File: config.mk
export PLATFORM = sky130hd
export DESIGN_NAME = wdg_top
export DESIGN_NICKNAME = d
export VERILOG_FILES = /design/src/hdl/wdg_pkg.sv /design/src/hdl/wdg_top.sv
export SDC_FILE = /design/constraint.sdc
export NUM_CORES = 1
export LEC_CHECK = 0
export BUFFER_PORTS_ARGS = -buffer_cell sky130_fd_sc_hd__buf_2
export CORE_UTILIZATION = 48
export CTS_BUF_LIST = sky130_fd_sc_hd__clkbuf_16
export CTS_CLUSTER_DIAMETER = 150
export DETAILED_ROUTE_END_ITERATION = 12
export GPL_ROUTABILITY_DRIVEN = 0
export HOLD_SLACK_MARGIN = 0.03
export PLACE_DENSITY = 0.86
export SLEW_MARGIN = 20
export SYNTH_ARGS = -nofsm -noshare
export SYNTH_HDL_FRONTEND = slang
export SYNTH_SLANG_ARGS = --single-unit
File: constraint.sdc
create_clock -name ref_clk -period 2.46 [get_ports ref_clk]
set_clock_uncertainty 0.2 [all_clocks]
set_input_delay 0 -clock ref_clk [delete_from_list [all_inputs] [get_ports ref_clk]]
set_output_delay 0 -clock ref_clk [all_outputs]
set_load 0.1 [all_outputs]
File: src/hdl/wdg_pkg.sv
// Constants, register map and state layout of the watchdog unit.
// Assumes a 32-bit AXI4-Lite master and a 256 Hz tick from the
// low-speed oscillator divider, asynchronous to ref_clk.
package wdg_pkg;

  // ****************************************************************
  // Register map: printed offsets are word indices
  // ****************************************************************
  localparam int          ADDR_W    = 18;
  localparam logic [15:0] CTL_IDX   = 16'h5040;
  localparam logic [15:0] ST_IDX    = 16'h5041;
  localparam logic [15:0] ISTS_IDX  = 16'h5042;
  localparam logic [15:0] IMSK_IDX  = 16'h5043;
  localparam logic [ADDR_W-1:0] CTL_ADDR  = {CTL_IDX, 2'b00};
  localparam logic [ADDR_W-1:0] ST_ADDR   = {ST_IDX, 2'b00};
  localparam logic [ADDR_W-1:0] ISTS_ADDR = {ISTS_IDX, 2'b00};
  localparam logic [ADDR_W-1:0] IMSK_ADDR = {IMSK_IDX, 2'b00};

  // ****************************************************************
  // Field positions and reset values
  // ****************************************************************
  localparam int         SVC_BIT   = 4;
  localparam int         MODE_BIT  = 1;
  localparam int         FLAG_BIT  = 0;
  localparam int         OVF_BIT   = 0;
  localparam logic [3:0] RUN_STOP  = 4'ha;
  localparam logic [7:0] CTL_RST   = 8'h0a;
  localparam logic [7:0] ST_RST    = 8'h00;
  localparam logic [1:0] RESP_OKAY = 2'h0;
  localparam logic [1:0] RESP_SLVERR = 2'h2;

  // ****************************************************************
  // Timing in oscillator periods and ticks
  // ****************************************************************
  localparam int OSC_PERIODS   = 131072;
  localparam int OSC_DIV       = 128;
  localparam int TIMEOUT_TICKS = OSC_PERIODS / OSC_DIV;
  localparam int CNT_W         = 15;
  localparam logic [CNT_W-1:0] CNT_LAST = CNT_W'(TIMEOUT_TICKS - 1);

  // ****************************************************************
  // Whole state of the block
  // ****************************************************************
  typedef struct packed {
    logic              aw_got;
    logic [ADDR_W-1:0] aw_addr;
    logic              w_got;
    logic [7:0]        wbyte;
    logic              wlane0;
    logic              awready;
    logic              wready;
    logic              bvalid;
    logic [1:0]        bresp;
    logic              arready;
    logic              rvalid;
    logic [7:0]        rbyte;
    logic [1:0]        rresp;
    logic [2:0]        tsync;
    logic              tlvl;
    logic [3:0]        run_key;
    logic              mode;
    logic              flag;
    logic [CNT_W-1:0]  cnt;
    logic              nmi;
    logic              rst_req;
    logic              ists;
    logic              imsk;
    logic              irq;
  } wdg_state_t;

endpackage : wdg_pkg

File: src/hdl/wdg_top.sv
// Watchdog unit: timeout counter on a 256 Hz tick, overflow action
// (non-maskable interrupt or reset request), AXI4-Lite registers.
// Assumes tick_256hz comes from the oscillator divider on its own clock
// and stops in sleep; halt does not stop it.
//
// Contract
// - If not serviced within 131,072 oscillator periods the unit requests an NMI or a reset.
// - The counter advances on the 256 Hz tick, the oscillator divided by 128, gated only by the run key.
// - Status bit 1 selects the overflow action: 0 (default) NMI, 1 reset.
// - The counter is stopped while the run key holds 0b1010 and runs for any other value.
// - Reset loads the run key with 0b1010, so the unit starts stopped.
// - Writing 1 to control bit 4 clears the counter and starts a new period; 0 does nothing.
// - The service bit always reads as 0.
// - An unserviced overflow sets the read-only status flag at bit 0.
// - A service clears the status flag.
// - The flag is also set in reset mode and is then cleared by the reset that follows.
// - Counting continues in halt, so an overflow ends halt.
// - Counting stops in sleep, when the tick is absent, and the count is kept.
// - Reserved bits read as 0 and software writes them only as 0.
//
// Implementation choice: the AXI4-Lite slave port.
`timescale 1ns/10ps
module wdg_top
  import wdg_pkg::*;
(
  // Clock and reset
  input  wire logic              ref_clk,
  input  wire logic              nrst,
  // Oscillator tick
  input  wire logic              tick_256hz,
  // AXI4-Lite write
  input  wire logic [ADDR_W-1:0] awaddr,
  input  wire logic [2:0]        awprot,
  input  wire logic              awvalid,
  output logic                   awready,
  input  wire logic [31:0]       wdata,
  input  wire logic [3:0]        wstrb,
  input  wire logic              wvalid,
  output logic                   wready,
  output logic [1:0]             bresp,
  output logic                   bvalid,
  input  wire logic              bready,
  // AXI4-Lite read
  input  wire logic [ADDR_W-1:0] araddr,
  input  wire logic [2:0]        arprot,
  input  wire logic              arvalid,
  output logic                   arready,
  output logic [31:0]            rdata,
  output logic [1:0]             rresp,
  output logic                   rvalid,
  input  wire logic              rready,
  // Requests to the CPU core
  output logic                   nmi_req,
  output logic                   reset_req,
  output logic                   irq
);

  // ****************************************************************
  // State
  // ****************************************************************
  wdg_state_t        s;
  wdg_state_t        next_s;
  logic              tick_evt;
  logic              running;
  logic              wr_fire;
  logic              svc_wr;
  logic              ovf_evt;
  logic [ADDR_W-1:0] wa;
  logic [7:0]        wd;
  logic              wl0;

  // ****************************************************************
  // Next state
  // ****************************************************************
  always_comb
  begin
    next_s = s;

    // Tick filter: edge counts once the 2nd and 3rd stages agree
    next_s.tsync = {s.tsync[1:0], tick_256hz};
    tick_evt = (s.tsync[2] == s.tsync[1]) && s.tsync[2] && !s.tlvl;
    if (s.tsync[2] == s.tsync[1])
    begin
      next_s.tlvl = s.tsync[2];
    end

    // Write channels are taken independently, in either order
    if (awvalid && s.awready)
    begin
      next_s.aw_got  = 1'b1;
      next_s.aw_addr = awaddr;
    end
    if (wvalid && s.wready)
    begin
      next_s.w_got  = 1'b1;
      next_s.wbyte  = wdata[7:0];
      next_s.wlane0 = wstrb[0];
    end
    wr_fire = next_s.aw_got && next_s.w_got;
    wa      = next_s.aw_addr;
    wd      = next_s.wbyte;
    wl0     = next_s.wlane0;
    svc_wr  = wr_fire && wl0 && (wa == CTL_ADDR) && wd[SVC_BIT];

    if (s.bvalid && bready)
    begin
      next_s.bvalid = 1'b0;
    end

    // Watchdog counter
    running = (s.run_key != RUN_STOP);
    // Tick keeps arriving in halt; in sleep it is absent, count holds
    ovf_evt = running && tick_evt && (s.cnt == CNT_LAST) && !svc_wr;
    next_s.nmi     = ovf_evt && !s.mode;
    next_s.rst_req = ovf_evt && s.mode;
    if (svc_wr)
    begin
      next_s.cnt  = '0;
      next_s.flag = 1'b0;
    end
    else if (running && tick_evt)
    begin
      // Clear at the timeout so the next period is a full one
      next_s.cnt = ovf_evt ? '0 : s.cnt + 1'b1;
    end

    // Register writes; reserved bits are dropped
    if (wr_fire)
    begin
      next_s.aw_got = 1'b0;
      next_s.w_got  = 1'b0;
      next_s.bvalid = 1'b1;
      next_s.bresp  = RESP_OKAY;
      if (wl0)
      begin
        unique case (wa)
          CTL_ADDR:  next_s.run_key = wd[3:0];
          ST_ADDR:   next_s.mode    = wd[MODE_BIT];
          ISTS_ADDR: next_s.ists    = s.ists & ~wd[OVF_BIT];
          IMSK_ADDR: next_s.imsk    = wd[OVF_BIT];
          default:   next_s.bresp   = RESP_SLVERR;
        endcase
      end
      else if (!(wa inside {CTL_ADDR, ST_ADDR, ISTS_ADDR, IMSK_ADDR}))
      begin
        next_s.bresp = RESP_SLVERR;
      end
    end

    // Hardware set wins over a clear in the same cycle
    if (ovf_evt)
    begin
      next_s.flag = 1'b1;
      next_s.ists = 1'b1;
    end
    next_s.irq = next_s.ists & next_s.imsk;

    // Read channel: one read in flight
    if (s.rvalid && rready)
    begin
      next_s.rvalid = 1'b0;
    end
    if (arvalid && s.arready)
    begin
      next_s.rvalid = 1'b1;
      next_s.rresp  = RESP_OKAY;
      unique case (araddr)
        CTL_ADDR:  next_s.rbyte = {4'h0, s.run_key};
        ST_ADDR:   next_s.rbyte = {6'h00, s.mode, s.flag};
        ISTS_ADDR: next_s.rbyte = {7'h00, s.ists};
        IMSK_ADDR: next_s.rbyte = {7'h00, s.imsk};
        default:
        begin
          next_s.rbyte = 8'h00;
          next_s.rresp = RESP_SLVERR;
        end
      endcase
    end

    next_s.awready = !next_s.aw_got && !next_s.bvalid;
    next_s.wready  = !next_s.w_got && !next_s.bvalid;
    next_s.arready = !next_s.rvalid;
  end

  // ****************************************************************
  // Registers
  // ****************************************************************
  always_ff @(posedge ref_clk)
  begin
    if (!nrst)
    begin
      s         <= '0;
      s.run_key <= CTL_RST[3:0];
      s.mode    <= ST_RST[MODE_BIT];
      s.awready <= 1'b1;
      s.wready  <= 1'b1;
      s.arready <= 1'b1;
    end
    else
    begin
      s <= next_s;
    end
  end

  assign awready   = s.awready;
  assign wready    = s.wready;
  assign bvalid    = s.bvalid;
  assign bresp     = s.bresp;
  assign arready   = s.arready;
  assign rvalid    = s.rvalid;
  assign rdata     = {24'h000000, s.rbyte};
  assign rresp     = s.rresp;
  assign nmi_req   = s.nmi;
  assign reset_req = s.rst_req;
  assign irq       = s.irq;
endmodule : wdg_top

==> impl_metrics.py <==
metrics = {
    "clock_tree": {
        "cts.repair.resized": 0,
        "clkLatencyLatePin_ns": 0.33,
        "cts_tree": "yes",
        "clk_pin_slew_ns": 0.05,
        "cts_buffers": 9,
        "cts_root_buf": "clkbuf_16",
        "cts_max_path_buffers": 2,
        "cts_max_level": 3,
        "cts.sinks": 67,
    },
    "power_and_ir_drop": {
        "power_frac_comb_pct": 18.9,
        "swShare_pct": 29.7,
        "power.net_switching_mw": 0.860,
        "power.leakage_nw": 1.86,
        "seq_power_share_pct": 39.7,
        "peakVddDrop_uv": 659,
        "power.share.clock_pct": 41.4,
        "powerDensity_mw_per_mm2": 698,
        "p_int_mw": 2.04,
    },
    "logic_synthesis": {
        "postSynthCellCount": 340,
        "syn_area_per_cell_um2": 9.12,
        "dominantRegCellSynth": "dfxtp_1",
        "synth.ff_latch_count": 67,
        "yosysUniqueCellTypes": 50,
        "synth-async-reset-ratio_pct": 0,
        "yosys.area.top_type": "dfxtp_1",
        "yosysWarnings": 0,
        "synth_edf_count": 0,
        "synthTopCellsByArea": "dfxtp_1 (43%), buf_4 (8.7%), nand2_1 (6.7%)",
        "synth-seq-area-share_pct": 43.2,
        "synth_top_area_share_pct": 43.2,
        "syn_area_mm2": 0.00310,
    },
    "floorplan": {
        "core_area_mm2": 0.00606,
        "start_util_pct": 51.2,
        "num_rows": 28,
        "die_h_um": 82.4,
        "die_w_um": 82.4,
        "num_io_pins": 130,
        "fp.dieArea_mm2": 0.00679,
    },
    "drt": {
        "wirelength_um": 7970,
        "drt_iter0_markers": 154,
        "wl_per_cell_um": 15.0,
        "drc": 0,
        "ant_nets": 0,
        "viasPerCell": 5.32,
        "vias": 2833,
        "firstDrtPassIters": 5,
    },
    "global_route": {
        "grt_pass1_vias": 2819,
        "grt_max_degree": 30,
        "met3_usage_pct": 8.13,
        "grtUsageMet2_pct": 47.5,
        "grt_use_total_pct": 26.2,
        "grt_overflow_total": 0,
        "busiest_layer": "met2",
        "use_met1_pct": 25.4,
        "antenna_found_initial": 0,
        "grt_pass1_wl_um": 12900,
    },
    "cells_and_area": {
        "final_cell_mix": "dfxtp_1 (65), buf_2 (63), nand2_1 (55)",
        "multi_input_area_mm2": 0.00153,
        "nNetsFinal": 542,
        "final_common_cell": "dfxtp_1",
        "register_area_mm2": 0.00134,
        "layout-drive-gt1-share_pct": 20.5,
        "num_antenna_cells": 0,
        "fillerInstances": 426,
        "areaGrowthSynthToFinish_pct": 34.0,
    },
    "placement": {
        "dpl.hpwl_um": 4380,
        "io_buffer_count": 63,
    },
    "critical_path": {
        "cp_data_arrival_time_ns": 2.27,
        "cp-end-kind": "flip-flop",
        "crit_type": "flip-flop to flip-flop",
        "crit_fanout": 18,
        "startpoint_type": "flip-flop",
        "critical_path_required_ns": 2.45,
    },
    "timing": {
        "worstMarginPinSlew_ns": 0.486,
        "rsz0062_at_grt": "no",
        "max_freq_mhz": 440,
        "final.period_utilization_pct": 92.5,
        "maxSlewHeadroom_pct": 66.7,
        "hold_violations": 0,
        "finalSetupViolations": 0,
        "period_needed_ns": 2.28,
        "finalSetupTns_ns": 0,
        "final_max_slew_viol_count": 0,
        "fin_worst_hold_slack_ns": 0.0846,
    },
    "outcome": {
        "status": "completed",
    },
    "min_path": {
        "holdCritPathClass": "input pin to flip-flop",
    },
    "run": {
        "cap_violations": 0,
    },
}
[stage by stage]
step	cells	setup slack (ns)	power, mW	util, %	cell area, um^2
5_1_grt	533	0.0897	2.99	68.6	4160
6_report	533	0.185	2.90	68.6	4160
4_1_cts	532	0.155	2.88	68.2	4140
3_5_place_dp	464	0.172	1.63	55.0	3330
2_1_floorplan	369	0.218	1.59	-	3210
3_3_place_gp	464	0.251	1.62	55.0	3330
[repair_timing]
| item | CTS | global route |
|---|---|---|
| endpoints found under the setup margin | 0 | 18 |
| setup buffers | 0 | 1 |
| hold endpoints to repair | 42 | 0 |
| hold buffers | 53 | 0 |
[synthesized netlist by cell type (2+ instances only)]
| master | n |
|---|---|
| and2_1 | 10 |
| dfxtp_1 | 67 |
| nor3_1 | 4 |
| buf_2 | 2 |
| nor4b_1 | 3 |
| nor3b_1 | 5 |
| nand2b_1 | 2 |
| o211ai_1 | 2 |
| buf_4 | 36 |
| nor3_2 | 2 |
| ha_1 | 2 |
| nor4_1 | 7 |
| a21oi_1 | 7 |
| nand4_1 | 5 |
| xor2_1 | 8 |
| a22oi_1 | 2 |
| nand3_1 | 6 |
| nand3b_1 | 2 |
| clkbuf_1 | 7 |
| a21boi_0 | 17 |
| nor4b_2 | 2 |
| o311a_2 | 2 |
| nor2_1 | 22 |
| nor2b_1 | 10 |
| mux2i_1 | 12 |
| o21ai_0 | 4 |
| mux2_2 | 3 |
| nand2_1 | 55 |
| inv_1 | 5 |
| xnor2_1 | 4 |
| and4bb_2 | 2 |
| and3_1 | 5 |
[layout make-up]
cell class / instances / area share, %
well taps: 75 / 2.26
inverters: 5 / 0.452
clock buffers: 9 / 5.42
repair buffers: 121 / 21.6
flip-flops and latches: 67 / 32.3
clock inverters: 6 / 1.17
multi-input cells: 250 / 36.8
[final timing paths]
kind / end / slack (ns) / cells past startpoint / from
worst min register to register: next_s[29]$_SDFF_PN0_ / 0.25 / 1 / next_s[28]$_SDFF_PN0_
worst max-delay path: s[12]$_SDFFE_PP0P_ / 0.18 / 7 / s[58]$_SDFF_PN0_
worst min-delay path: rdata[0]$_SDFFE_PN0P_ / 0.08 / 6 / araddr[13]
worst max register to register: s[12]$_SDFFE_PP0P_ / 0.18 / 7 / s[58]$_SDFF_PN0_
[power by group through the flow]
stage / registers [mW] / logic, mW / clock network [mW]
2_1_floorplan: 1.22 / 0.377 / 0
3_3_place_gp: 1.17 / 0.457 / 0
3_5_place_dp: 1.17 / 0.464 / 0
4_1_cts: 1.15 / 0.532 / 1.20
5_1_grt: 1.15 / 0.582 / 1.26
6_report: 1.15 / 0.549 / 1.20
[flip-flops by register name, indices dropped and copies added (netlist names)]
name       cells
s             51
rdata          4
next_s         2
arready        1
awready        1
bresp          1
bvalid         1
irq            1
nmi_req        1
reset_req      1
rresp          1
rvalid         1
wready         1
[metal layers]
layer / share of wire [%] / wire (um)
met1: 37 / 2910
met2: 51 / 4090
met3: 6.9 / 547
met4: 5.3 / 426
met5: 0 / 0
[cell families after synthesis]
group | synth area share [%]
other | 0.121
and+or+nand+nor | 25.7
muxes | 5.69
AOI/OAI and AO/OA | 10.0
xor gates and xnor gates | 3.39
buffers and inverters | 11.0
DFF | 43.2
adders and majority gates | 0.807
[critical path: stages (launching register included)]
cell and delay (ns):
dfxtp_1 0.32, nor4_1 0.36, nand4_1 0.23, nor3_2 0.36, o211ai_4 0.21, o21ai_4 0.21, buf_12 0.16, nor3b_1 0.07
No activity file was read; power rests on OpenSTA's default activity.
